$ cat src/include/tsu_pkg.sv
// tsu_pkg: constants and carriers for the touch sense unit interference block
// assumes an 8-bit special function register bus with page and address
package tsu_pkg;
    localparam logic [3:0] TSU_PAGE_CFG = 4'hF;
    localparam logic [7:0] TSU_ADDR_PIN_WATCH = 8'hDE;
    localparam logic [7:0] TSU_ADDR_RAMP_FILTER = 8'hF3;
    localparam logic [3:0] TSU_PAGE_MUX = 4'h0;
    localparam logic [7:0] TSU_ADDR_CHANNEL = 8'hAB;
    localparam logic [7:0] TSU_PIN_WATCH_RESET = 8'h00;
    localparam logic [7:0] TSU_RAMP_FILTER_RESET = 8'h00;
    localparam logic [7:0] TSU_CHANNEL_RESET = 8'h00;
    // field positions
    localparam int TSU_SERIAL_TX_BIT = 7;
    localparam int TSU_SYNC_SERIAL_BIT = 6;
    localparam int TSU_TWO_WIRE_BIT = 5;
    localparam int TSU_COUNTER_ARRAY_BIT = 4;
    localparam int TSU_PORT_LATCH_BIT = 3;
    localparam int TSU_COMPARATOR_BIT = 2;
    localparam int TSU_RAMP_LSB = 3;
    localparam int TSU_LOWPASS_LSB = 0;
    localparam logic [7:0] TSU_RAMP_FILTER_MASK = 8'h1F;
    localparam logic [7:0] TSU_CHANNEL_MASK = 8'h0F;
    localparam logic [3:0] TSU_CHANNEL_COUNT = 4'hE;
    // retry modes
    localparam logic [1:0] TSU_MODE_ALWAYS = 2'h0;
    localparam logic [1:0] TSU_MODE_TWICE = 2'h1;
    localparam logic [1:0] TSU_MODE_FOUR = 2'h2;
    localparam logic [2:0] TSU_RETRY_TWICE = 3'h2;
    localparam logic [2:0] TSU_RETRY_FOUR = 3'h4;
    // bit cycle lengths in converter clocks per conversion rate code
    localparam logic [4:0] TSU_CLK_RATE0 = 5'h0C;
    localparam logic [4:0] TSU_CLK_RATE1 = 5'h0D;
    localparam logic [4:0] TSU_CLK_RATE2 = 5'h0E;
    localparam logic [4:0] TSU_CLK_RATE3 = 5'h10;
    // watched on-chip signals
    typedef struct packed {
        logic serialTx;
        logic syncSerialOut;
        logic twoWire;
        logic counterArrayOut;
        logic portLatchWrite;
        logic comparatorOut;
    } tsu_watch_t;
    // register bus request
    typedef struct packed {
        logic wr;
        logic [3:0] page;
        logic [7:0] addr;
        logic [7:0] wdata;
    } tsu_sfr_req_t;
endpackage : tsu_pkg

$ cat src/tsu_pin_watch.sv
// tsu_pin_watch: register file and bit cycle retry control of the touch sense unit
// assumes watched signals arrive from same-clock peripherals, and one bit cycle per result bit
// assumes register requests come on the system clock, page and address held for a read
`timescale 1ns/1ps
module tsu_pin_watch
    import tsu_pkg::*;
(
    // clock, reset and register bus
    input wire logic clock,
    input wire logic reset,
    input wire tsu_sfr_req_t sfrReq,
    // auto-scan channel load
    input wire logic [3:0] scanChannel,
    input wire logic scanLoad,
    // watched peripherals and converter state
    input wire tsu_watch_t watchIn,
    input wire logic conversionActive,
    input wire logic [1:0] conversion_rate_select,
    // read data, field copies and bit cycle strobes
    output logic [7:0] sfrRdata,
    output logic [1:0] ramp_time_select,
    output logic [2:0] lowpass_corner_select,
    output logic [3:0] touch_channel_select,
    output logic bitCycleDone,
    output logic bitCycleRetry
);
    // register state, bit cycle state and decode nets
    logic [7:0] pinWatch_r;
    logic [7:0] rampFilter_r;
    logic [3:0] channel_r;
    tsu_watch_t watchPrev_r;
    logic [4:0] clkCount_r;
    logic [2:0] retries_r;
    logic eventSeen_r;
    logic [4:0] cycleLen;
    logic monitoredEvent;
    logic allowRetry;
    logic [5:0] watchEnable;
    logic [5:0] watchChange;
    logic takeRetry;
    logic cycleEnd;
    genvar gw;
    // position of the latch-write strobe inside the watch struct
    localparam int LATCH_IDX = 1;

    function automatic logic hit(input tsu_sfr_req_t r, input logic [3:0] pg,
                                 input logic [7:0] ad);
        hit = (r.page == pg) && (r.addr == ad);
    endfunction : hit

    // configuration writes; reserved bits dropped so they always read zero
    always_ff @(posedge clock) begin
        if (reset) begin
            rampFilter_r <= TSU_RAMP_FILTER_RESET;
        end else if (sfrReq.wr && hit(sfrReq, TSU_PAGE_CFG, TSU_ADDR_RAMP_FILTER)) begin
            rampFilter_r <= sfrReq.wdata & TSU_RAMP_FILTER_MASK;
        end
    end

    // watch enables and retry mode; all eight bits are writable
    always_ff @(posedge clock) begin
        if (reset) begin
            pinWatch_r <= TSU_PIN_WATCH_RESET;
        end else if (sfrReq.wr && hit(sfrReq, TSU_PAGE_CFG, TSU_ADDR_PIN_WATCH)) begin
            pinWatch_r <= sfrReq.wdata;
        end
    end

    // channel: software write wins over an auto-scan load in the same cycle
    always_ff @(posedge clock) begin
        if (reset) begin
            channel_r <= TSU_CHANNEL_RESET[3:0];
        end else if (sfrReq.wr && hit(sfrReq, TSU_PAGE_MUX, TSU_ADDR_CHANNEL)) begin
            channel_r <= sfrReq.wdata[3:0];
        end else if (scanLoad) begin
            channel_r <= scanChannel;
        end
    end

    // read mux registered so the read port comes from a flip-flop
    always_ff @(posedge clock) begin
        if (reset) begin
            sfrRdata <= 8'h00;
        end else if (hit(sfrReq, TSU_PAGE_CFG, TSU_ADDR_PIN_WATCH)) begin
            sfrRdata <= pinWatch_r;
        end else if (hit(sfrReq, TSU_PAGE_CFG, TSU_ADDR_RAMP_FILTER)) begin
            sfrRdata <= rampFilter_r & TSU_RAMP_FILTER_MASK;
        end else if (hit(sfrReq, TSU_PAGE_MUX, TSU_ADDR_CHANNEL)) begin
            sfrRdata <= {4'h0, channel_r};
        end else begin
            sfrRdata <= 8'h00;
        end
    end

    // field outputs registered copies
    always_ff @(posedge clock) begin
        if (reset) begin
            ramp_time_select <= 2'h0;
            lowpass_corner_select <= 3'h0;
            touch_channel_select <= 4'h0;
        end else begin
            ramp_time_select <= rampFilter_r[TSU_RAMP_LSB +: 2];
            lowpass_corner_select <= rampFilter_r[TSU_LOWPASS_LSB +: 3];
            touch_channel_select <= channel_r;
        end
    end

    // edge detection of watched signals; port latch write is already an event strobe
    always_ff @(posedge clock) begin
        if (reset) begin
            watchPrev_r <= '0;
        end else begin
            watchPrev_r <= watchIn;
        end
    end

    // enable vector laid out in watch struct order, one bit per watched peripheral
    always_comb begin
        watchEnable[5] = pinWatch_r[TSU_SERIAL_TX_BIT];
        watchEnable[4] = pinWatch_r[TSU_SYNC_SERIAL_BIT];
        watchEnable[3] = pinWatch_r[TSU_TWO_WIRE_BIT];
        watchEnable[2] = pinWatch_r[TSU_COUNTER_ARRAY_BIT];
        watchEnable[1] = pinWatch_r[TSU_PORT_LATCH_BIT];
        watchEnable[0] = pinWatch_r[TSU_COMPARATOR_BIT];
    end

    // change flags per watched line; the latch-write line is a strobe, so no edge detect
    for (gw = 0; gw < 6; gw = gw + 1) begin : g_change
        if (gw == LATCH_IDX) begin : g_strobe
            assign watchChange[gw] = watchIn[gw];
        end else begin : g_level
            assign watchChange[gw] = watchIn[gw] != watchPrev_r[gw];
        end
    end

    // any enabled change counts as a monitored event
    assign monitoredEvent = |(watchEnable & watchChange);

    // bit cycle length from conversion rate
    always_comb begin
        case (conversion_rate_select)
            2'h0: cycleLen = TSU_CLK_RATE0;
            2'h1: cycleLen = TSU_CLK_RATE1;
            2'h2: cycleLen = TSU_CLK_RATE2;
            default: cycleLen = TSU_CLK_RATE3;
        endcase
    end

    // retry allowance; reserved mode 11 is treated as unlimited, the safe choice
    always_comb begin
        case (pinWatch_r[1:0])
            TSU_MODE_ALWAYS: allowRetry = 1'b1;
            TSU_MODE_TWICE: allowRetry = retries_r < TSU_RETRY_TWICE;
            TSU_MODE_FOUR: allowRetry = retries_r < TSU_RETRY_FOUR;
            default: allowRetry = 1'b1;
        endcase
    end

    // retry taken now: an enabled event while allowance remains
    assign takeRetry = conversionActive && monitoredEvent && allowRetry;
    // a bit cycle completes on its last clock unless a retry overtakes it
    assign cycleEnd = conversionActive && !takeRetry && (clkCount_r == cycleLen - 5'h01);

    // bit cycle counter: a retry restarts the cycle at once
    always_ff @(posedge clock) begin
        if (reset || !conversionActive || takeRetry || cycleEnd) begin
            clkCount_r <= 5'h00;
        end else begin
            clkCount_r <= clkCount_r + 5'h01;
        end
    end

    // allowance used; saturating so a long burst in the unlimited mode cannot wrap it
    always_ff @(posedge clock) begin
        if (reset || !conversionActive) begin
            retries_r <= 3'h0;
        end else if (takeRetry) begin
            if (retries_r != 3'h7) begin
                retries_r <= retries_r + 3'h1;
            end
        end else if (cycleEnd && !eventSeen_r && !monitoredEvent) begin
            retries_r <= 3'h0;
        end
    end

    // an event that could not be retried marks the running cycle as dirty
    always_ff @(posedge clock) begin
        if (reset || !conversionActive || takeRetry || cycleEnd) begin
            eventSeen_r <= 1'b0;
        end else begin
            eventSeen_r <= eventSeen_r | monitoredEvent;
        end
    end

    // end and restart strobes, one clock each
    always_ff @(posedge clock) begin
        if (reset) begin
            bitCycleDone <= 1'b0;
            bitCycleRetry <= 1'b0;
        end else begin
            bitCycleDone <= cycleEnd;
            bitCycleRetry <= takeRetry;
        end
    end
endmodule : tsu_pin_watch

$ cat config.mk
export PLATFORM = sky130hd
export DESIGN_NAME = tsu_pin_watch
export DESIGN_NICKNAME = d
export VERILOG_FILES = /design/src/include/tsu_pkg.sv /design/src/tsu_pin_watch.sv
export SDC_FILE = /design/constraint.sdc
export NUM_CORES = 1
export LEC_CHECK = 0
export BUFFER_PORTS_ARGS = -buffer_cell sky130_fd_sc_hd__buf_2
export CORE_UTILIZATION = 35
export DETAILED_ROUTE_END_ITERATION = 10
export GPL_TIMING_DRIVEN = 0
export PLACE_DENSITY_LB_ADDON = 0.05
export SYNTH_ARGS = -nofsm -noshare
export SYNTH_HDL_FRONTEND = slang
export SYNTH_SLANG_ARGS = --single-unit
export TNS_END_PERCENT = 5
$ cat constraint.sdc
create_clock -name clock -period 2.9 [get_ports clock]
set_input_delay 0 -clock clock [delete_from_list [all_inputs] [get_ports clock]]
set_output_delay 0 -clock clock [all_outputs]
set_load 0.005 [all_outputs]
* Yosys cells after proc, flatten, opt, wreduce, memory -nomap -nowiden
Index checks and enable logic that the tools add are counted.
Widths: inputs -> output; s select.
** Word-level totals
- Bits in registers :: 50
- Logic and storage cells :: 75
** Cells by class
- Add/sub/neg operators :: 3
- Magnitude comparators :: 2
- Eq/ne operators :: 16
- Muxes and demuxes :: 10
- Bitwise operators :: 2
- Reductions and logical operators :: 25
** Operator list (count)
- $eq 8x8->1 const B :: 3
- $pmux 5 s3 :: 1
- $logic_and 1x1->1 :: 12
- $mux 4 :: 3
- $mux 3 :: 3
- $mux 8 :: 1
- $and 6x6->6 :: 1
- $reduce_or 6->1 :: 1
- $add 5x1->5 const B :: 1
- $eq 5x5->1 :: 1
- $mux 5 :: 1
- $ne 1x1->1 :: 5
- $sub 5x1->5 const B :: 1
- $eq 2x1->1 const B :: 2
- $eq 2x2->1 const B :: 2
- $eq 4x4->1 const B :: 1
- $logic_not 1->1 :: 4
- $logic_not 4->1 :: 1
- $reduce_bool 2->1 :: 2
- $add 3x1->3 const B :: 1
- $logic_or 1x1->1 :: 3
- $lt 3x2->1 const B :: 1
- $lt 3x3->1 const B :: 1
- $ne 3x3->1 const B :: 1
- other kinds (5) :: 5

* Depth between registers and ports, before layout
Gate-level depths: netlist of the first run.
- Depth in word-level cells :: 12
- Gate-level depth with buffers :: 8
- Gate-level depth less buffers :: 7

* Worst setup path after synthesis of the first run
Ideal clock, no wire load.
- Path kind :: register to register
- From :: reg clkCount_r[1]
- To :: reg retries_r[0]
- Data arrival time :: 1.465 ns
- Data required time :: 2.784 ns
- Slack :: 1.319 ns
- Stages on the path, launching flop included :: 6
- Buffers on the path :: 0
- Period minus slack after synthesis :: 1.581 ns
- Cells stage by stage :: dfxtp_1 or3b_2 a21oi_1 o2111a_1 a22oi_1 a31o_2
** On the way
- Cells in the longest elaborated chain, start to end :: 6
** Ends and longest elaborated chain
- from (decl) :: RTL line tsu_pin_watch.sv:32 : logic [4:0] clkCount_r;
- from (signal assigned) :: RTL line tsu_pin_watch.sv:169 : clkCount_r <= clkCount_r + 5'h01;
- $eq 5x5->1 :: RTL line tsu_pin_watch.sv:162 : assign cycleEnd = conversionActive && !takeRetry && (clkCount_r == cycleLen - 5'h01);
- $logic_and 1x1->1 :: RTL line tsu_pin_watch.sv:162
- $logic_and 1x1->1 (2 in a row) :: RTL line tsu_pin_watch.sv:181 : end else if (cycleEnd && !eventSeen_r && !monitoredEvent) begin
- $reduce_bool 2->1 (no line)
- $reduce_and 2->1 (no line)
- to (signal assigned) :: RTL line tsu_pin_watch.sv:179 : retries_r <= retries_r + 3'h1;
- to (decl) :: RTL line tsu_pin_watch.sv:33 : logic [2:0] retries_r;
Every way passes these cells.
A chain may end at the register's enable or synchronous reset.

* Worst setup path after layout of the first run
- From :: reg pinWatch_r[0]
- To :: reg eventSeen_r
** On the way
- Cells in the longest elaborated chain, start to end :: 7
- Elaborated cells on any way between the ends :: 9
** Ends and longest elaborated chain
- from (decl) :: RTL line tsu_pin_watch.sv:28 : logic [7:0] pinWatch_r;
- from (signal assigned) :: RTL line tsu_pin_watch.sv:65 : pinWatch_r <= sfrReq.wdata;
- $eq 2x2->1 or $eq 2x1->1 (tied branches) :: RTL line tsu_pin_watch.sv:151 : case (pinWatch_r[1:0])
- $pmux 1 s2 (*) :: RTL line tsu_pin_watch.sv:151
- $logic_and 1x1->1 (*) :: RTL line tsu_pin_watch.sv:160 : assign takeRetry = conversionActive && monitoredEvent && allowRetry;
- $logic_not 1->1 :: RTL line tsu_pin_watch.sv:162
- $logic_and 1x1->1 (2 in a row) :: RTL line tsu_pin_watch.sv:162
- $logic_or 1x1->1 (*) :: RTL line tsu_pin_watch.sv:188 : if (reset || !conversionActive || takeRetry || cycleEnd) begin
- to (signal assigned) :: RTL line tsu_pin_watch.sv:191 : eventSeen_r <= eventSeen_r | monitoredEvent;
- to (decl) :: RTL line tsu_pin_watch.sv:34 : logic eventSeen_r;
Every way passes the cells marked *; elsewhere a longest branch is shown, timed or not.

==> results.py, run 1 <==
metrics = {
    "cts": {
        "clock_path_buffers": 2,
        "clk_latency_ps": 300,
        "cts_tree": "done",
        "ctsHoldBuffers": 13,
        "numCtsBuffers": 5,
        "path_clk_slew_ps": 90,
        "root_buffer": "clkbuf_8",
        "htree_num_levels": 2,
        "cts_sinks": 50,
        "cts_resized": 0,
        "cts_setup_buffers": 0,
    },
    "global_route": {
        "grt_pass1_vias": 1648,
        "grt_overflow": 0,
        "grt_max_degree": 16,
        "grt_pass1_wl_um": 7617,
        "antenna_found_initial": 0,
        "grt_util_all_layers": 0.1578,
    },
    "detailed_routing": {
        "wl_um": 4417,
        "firstDrtPassIters": 4,
        "vias_per_cell": 4.724,
        "vias": 1644,
        "drt_iter0_drc": 60,
        "post_drt_wl_per_cell_um": 12.69,
        "detail-route-antenna-nets": 0,
        "drcViolationCount": 0,
    },
    "power": {
        "p_int_mw": 1.007,
        "ir_drop_mv": 0.2419,
        "power_frac_clock": 0.375,
        "p_sw_mw": 0.2787,
        "p_sw_frac": 0.2168,
        "seqPwrFrac": 0.547,
        "combinationalPowerShare": 0.078,
        "p_leak_nw": 1.246,
        "powerDensity_nw_per_um2": 478.6,
    },
    "sta": {
        "period_minus_slack_ps": 1728,
        "slew-limit-headroom": 0.2800,
        "post-route-period-util": 0.5959,
        "setup_tns_ps": 0,
        "skew_ps": 4.494,
        "layout_setup_ws_ps": 1172,
        "slew_viol_final": 0,
        "max_freq_mhz": 578.6,
        "tightest_slew_ps": 1065,
        "setup_viol_count_final": 0,
        "finalHoldViolations": 0,
        "rsz0062_at_grt": "false",
    },
    "final_layout": {
        "final_cell_mix": "buf_2 (55), dfxtp_1 (50), nor2_1 (32)",
        "antenna_cells": 0,
        "drive_above_1_share": 0.2609,
        "multiInputGateArea_um2": 1030,
        "final_cell_area_um2": 2685,
        "fin_nets": 321,
        "final_common_cell": "buf_2",
        "area_growth_pct": 28.81,
        "regArea_um2": 1001,
        "n_fill_cell": 584,
    },
    "status": {
        "status": "finished clean",
    },
    "logic_synthesis": {
        "yosys.area_share.xor_xnor": 0.05042,
        "synth_edf_count": 0,
        "synth-simple-area-share": 0.2275,
        "synth-warning-count": 0,
        "ys_seq_elements": 50,
        "ys.flop_type": "dfxtp_1",
        "synthCells": 201,
        "syn_nets": 247,
        "synth-compound-area-share": 0.08043,
        "async_reset_ff_frac": 0,
        "avgSynthCellArea_um2": 10.37,
        "synth_top_family_by_area": "simple AND/OR/NAND/NOR gates",
        "ys_seq_area_frac": 0.4802,
        "yosys.cell_types.count": 40,
        "syn-cell-area_um2": 2084,
        "muxShareOfSynthArea": 0.08163,
        "synth_adder_area_share": 0.05402,
    },
    "die": {
        "die_x_um": 79.18,
        "pin_count": 56,
        "rows": 27,
        "die_h_um": 79.18,
        "start_util": 0.3717,
        "dieArea_um2": 6269,
        "core_um2": 5608,
    },
    "worst_setup_path": {
        "cp-end-kind": "flip-flop",
        "arrival_ps": 1970,
        "r2r_slack_ps": 1170,
        "start_kind": "flip-flop",
        "cp.required_ps": 3140,
        "r2r_cells": 8,
        "max_stage_delay_ps": 400,
        "crit_path_frequent_cell": "nor2_1",
        "critical-path-slowest-cell": "dfxtp_1",
        "path_buf_inv": 2,
        "crit_chain": "inv_1 -> ha_1 -> a21oi_1 -> nor2_1 -> o211a_1 -> or3_1 -> buf_2 -> nor2_1",
        "r2r_start": "pinWatch_r[0]",
        "cp_top_family": "simple AND/OR/NAND/NOR gates",
        "regToRegEndpoint": "eventSeen_r",
        "worstPathMaxFanout": 6,
        "crit_type": "flip-flop to flip-flop",
    },
    "min_path": {
        "hp-start": "sfrReq[20]",
        "worstHoldEndpoint": "channel_r[3]",
        "hold_path.class": "input port to flip-flop",
        "min_path_cells": 3,
    },
    "place": {
        "place_ws_ps": 1073,
        "numPortBuffers": 54,
        "dpl-instance-area_um2": 2445,
        "gp_congestion": 0.7532,
        "hpwlAfterDp_um": 3288,
    },
    "run": {
        "maxCapViolCount": 0,
    },
}
cell families (layout without fill, tap and decap cells):
group                    after synthesis  after routing
AO/OA/AOI/OAI                         20             20
AND/OR/NAND/NOR                       79             79
flip-flops                            50             50
XOR/XNOR                              12             12
adder cells (fa/ha/maj)                9              9
buffers and inverters                 14             89
multiplexers                          17             17
power groups by stage:
stage	Combinational, mW	Sequential (mW)	Clock, mW
2_1_floorplan	0.0425	0.718	0
3_3_place_gp	0.0882	0.719	0
3_5_place_dp	0.0878	0.719	0
4_1_cts	0.102	0.704	0.498
5_1_grt	0.112	0.705	0.529
6_report	0.100	0.703	0.482
through the flow:
| stage | util | instances | power [mW] | hold slack [ps] |
|---|---|---|---|---|
| 5_1_grt | 0.4788 | 348 | 1.346 | 48.15 |
| 3_3_place_gp | 0.4360 | 327 | 0.8074 | 235.1 |
| 2_1_floorplan | - | 201 | 0.7603 | 128.2 |
| 6_report | 0.4788 | 348 | 1.285 | 42.89 |
| 3_5_place_dp | 0.4360 | 327 | 0.8071 | 237.8 |
| 4_1_cts | 0.4788 | 348 | 1.303 | 39.30 |
synth_stat cells, drive strengths merged (4+ instances only):
| library cell | count | share of area |
|---|---|---|
| dfxtp | 50 | 0.48 |
| nor2 | 32 | 0.058 |
| mux2i | 17 | 0.082 |
| nor2b | 15 | 0.045 |
| ha | 9 | 0.054 |
| xor2 | 9 | 0.038 |
| inv | 8 | 0.014 |
| and2 | 7 | 0.022 |
| a22oi | 5 | 0.018 |
| nand3 | 5 | 0.014 |
| a211oi | 4 | 0.014 |
| a222oi | 4 | 0.019 |
| nand2 | 4 | 0.011 |
worst max path at each step:
stage	startpoint	end	cells past startpoint
3_5_place_dp	conversion_rate_select[0]	retries_r[0]	8
4_1_cts	clkCount_r[1]	retries_r[0]	5
2_1_floorplan	clkCount_r[1]	retries_r[0]	5
6_report	pinWatch_r[0]	eventSeen_r	8
5_1_grt	pinWatch_r[1]	eventSeen_r	8
3_3_place_gp	conversion_rate_select[0]	retries_r[0]	8
area by class of cell:
cell class | instances | area share
Buffer | 6 | 0.008854
Clock buffer | 6 | 0.02703
Clock inverter | 2 | 0.01398
Inverter | 8 | 0.01118
Multi-Input combinational cell | 137 | 0.3835
Sequential cell | 50 | 0.3728
Tap cell | 72 | 0.03355
Timing Repair Buffer | 67 | 0.1491
state kept, by name, indices dropped and copies added (netlist names), 2 cells and up:
name / cells
pinWatch_r: 8
sfrRdata: 8
clkCount_r: 5
rampFilter_r: 5
watchPrev_r: 5
channel_r: 4
touch_channel_select: 4
lowpass_corner_select: 3
retries_r: 3
ramp_time_select: 2
worst register-to-register path, delay by kind of cell, from the launching register on:
family                   cells  cell delay (ps)
adder cells (fa/ha/maj)      1              190
flip-flops                   1              400
AO/OA/AOI/OAI                2              370
AND/OR/NAND/NOR              3              490
buffers and inverters        2              230
routing by layer:
layer / vias up / GRT usage / part of all wire / wire [um]
met4: 0 / 0.04909 / 0.010 / 45
met3: 5 / 0.04023 / 0.045 / 197
met2: 36 / 0.2638 / 0.47 / 2086
li1: 840 / - / - / -
met1: 763 / 0.1977 / 0.47 / 2087
met5: - / 0 / 0 / 0
(Power assumes the default switching activity.)
==> run 2: changes to the inputs <==
- clock period: 2.9 -> 1.4 ns (I/O delays scaled with it)
==> results.py, run 2 (same netlist as run 1, synthesis figures left out) <==
metrics = {
    "cts": {
        "root_buffer": "clkbuf_8",
        "htree_num_levels": 2,
        "cts_sinks": 50,
        "cts_tree": "done",
        "clock_path_buffers": 2,
        "clk_latency_ps": 300,
        "path_clk_slew_ps": 90,
        "numCtsBuffers": 5,
    },
    "worst_setup_path": {
        "crit_path_end": "retries_r[0]",
        "crit_type": "flip-flop to flip-flop",
        "r2r_cells": 5,
        "critPathLaunch": "clkCount_r[1]",
        "arrival_ps": 1750,
        "cp.required_ps": 1600,
        "regToRegEndpoint": "retries_r[0]",
        "r2r_slack_ps": -160,
        "cp-end-kind": "flip-flop",
        "worstPathMaxFanout": 5,
        "start_kind": "flip-flop",
        "r2r_start": "clkCount_r[1]",
    },
    "power": {
        "p_sw_mw": 0.5883,
        "ir_drop_mv": 0.5934,
        "powerDensity_nw_per_um2": 901.3,
        "power_mw": 2.495,
        "p_sw_frac": 0.2358,
        "power_frac_clock": 0.329,
        "p_leak_nw": 1.243,
        "p_int_mw": 1.906,
        "seqPwrFrac": 0.582,
        "combinationalPowerShare": 0.089,
    },
    "final_layout": {
        "fin_cells": 348,
        "final_cell_mix": "buf_2 (54), dfxtp_1 (45), nor2_1 (30)",
        "area_growth_pct": 32.77,
        "fin_nets": 321,
        "regArea_um2": 1015,
        "drive_above_1_share": 0.3478,
        "final_common_cell": "buf_2",
        "final_cell_area_um2": 2768,
        "n_fill_cell": 579,
        "multiInputGateArea_um2": 1116,
        "top_regs": "pinWatch_r (8), sfrRdata (8)",
        "antenna_cells": 0,
    },
    "detailed_routing": {
        "post_drt_wl_per_cell_um": 13.11,
        "drcViolationCount": 0,
        "firstDrtPassIters": 5,
        "vias": 1615,
        "drt_iter0_drc": 41,
        "wl_um": 4561,
        "detail-route-antenna-nets": 0,
        "vias_per_cell": 4.641,
    },
    "die": {
        "rows": 27,
        "start_util": 0.3717,
        "core_um2": 5608,
        "die_x_um": 79.18,
        "dieArea_um2": 6269,
        "die_h_um": 79.18,
        "pin_count": 56,
    },
    "run": {
        "maxCapViolCount": 0,
    },
    "sta": {
        "slew_viol_final": 0,
        "slew-limit-headroom": 0.5951,
        "max_freq_mhz": 643.0,
        "period_minus_slack_ps": 1555,
        "setup_viol_count_final": 9,
        "rsz0062_at_grt": "true",
        "finalHoldViolations": 0,
        "skew_ps": 8.417,
        "post-route-period-util": 1.111,
        "layout_setup_ws_ps": -155.2,
        "setup_tns_ps": -1162,
        "tightest_slew_ps": 605.8,
    },
    "min_path": {
        "hp-start": "sfrReq[20]",
        "hold_path.class": "input port to flip-flop",
    },
    "place": {
        "numPortBuffers": 54,
        "gp_congestion": 0.6984,
        "dpl-instance-area_um2": 2484,
        "hpwlAfterDp_um": 3373,
        "dp_cells": 327,
    },
    "global_route": {
        "antenna_found_initial": 0,
        "grt_pass1_wl_um": 7320,
        "grt_overflow": 0,
        "grt_util_all_layers": 0.1530,
        "grt_max_degree": 16,
        "grt_pass1_vias": 1505,
    },
    "status": {
        "status": "complete, but fails checks",
        "violations": "setup timing",
    },
}
[run 2: how the worst min path moves through the flow]
stage	end	slack, ps	cells past startpoint
after floorplan	watchPrev_r[0]	130	1
after global placement	watchPrev_r[5]	240	2
after detailed placement	pinWatch_r[5]	250	3
after CTS	channel_r[1]	20	3
after global routing	channel_r[3]	50	3
final	channel_r[1]	40	3
[run 2: routing by layer]
metal  wire, um  share of wire  GRT usage  vias up
li1           -              -          -      841
met4         43         0.0094    0.04909        0
met5          0              0          0        -
met2       1988           0.44     0.2336       34
met3        177          0.039    0.03678        5
met1       2351           0.52     0.2106      735
[run 2: timing repair]
action | in CTS | in global routing
endpoints found under the setup margin | 12 | 11
gates resized for setup | 1 | 18
pin swaps | 4 | 4
hold buffers | 13 | 0
gates cloned | 0 | 0
buffers inserted | 1 | 0
hold endpoints to repair | 19 | 0
[run 2: cell type report]
class | instances | share of cell area
multi-input combinational | 137 | 0.4033
sequential | 50 | 0.3666
clock buffer | 6 | 0.02622
buffer | 5 | 0.006781
timing repair buffer | 68 | 0.1487
tap | 72 | 0.03255
clock inverter | 2 | 0.004973
inverter | 8 | 0.01085
[run 2: power groups by stage]
stage / combinational, mW / clock (mW) / sequential, mW
floorplan: 0.0950 / 0 / 1.49
global placement: 0.188 / 0 / 1.49
detailed placement: 0.189 / 0 / 1.49
CTS: 0.218 / 0.858 / 1.46
global route: 0.245 / 0.927 / 1.46
finish: 0.221 / 0.820 / 1.45
[run 2: worst max-delay path: stages (launching register included)]
cell      delay [ps]
dfxtp_4          380
or3b_4           380
a21oi_2          130
o2111a_2         230
a22oi_2           80
a31o_2           260
[run 2: stage by stage]
stage	setup slack [ps]	hold slack, ps	utilization
after global routing	-237.5	48.45	0.4935
after CTS	-252.0	22.87	0.4839
final	-155.2	36.55	0.4935
after detailed placement	-355.1	246.7	0.4429
after global placement	-385.6	240.4	0.4429
after floorplan	-118.3	128.2	-
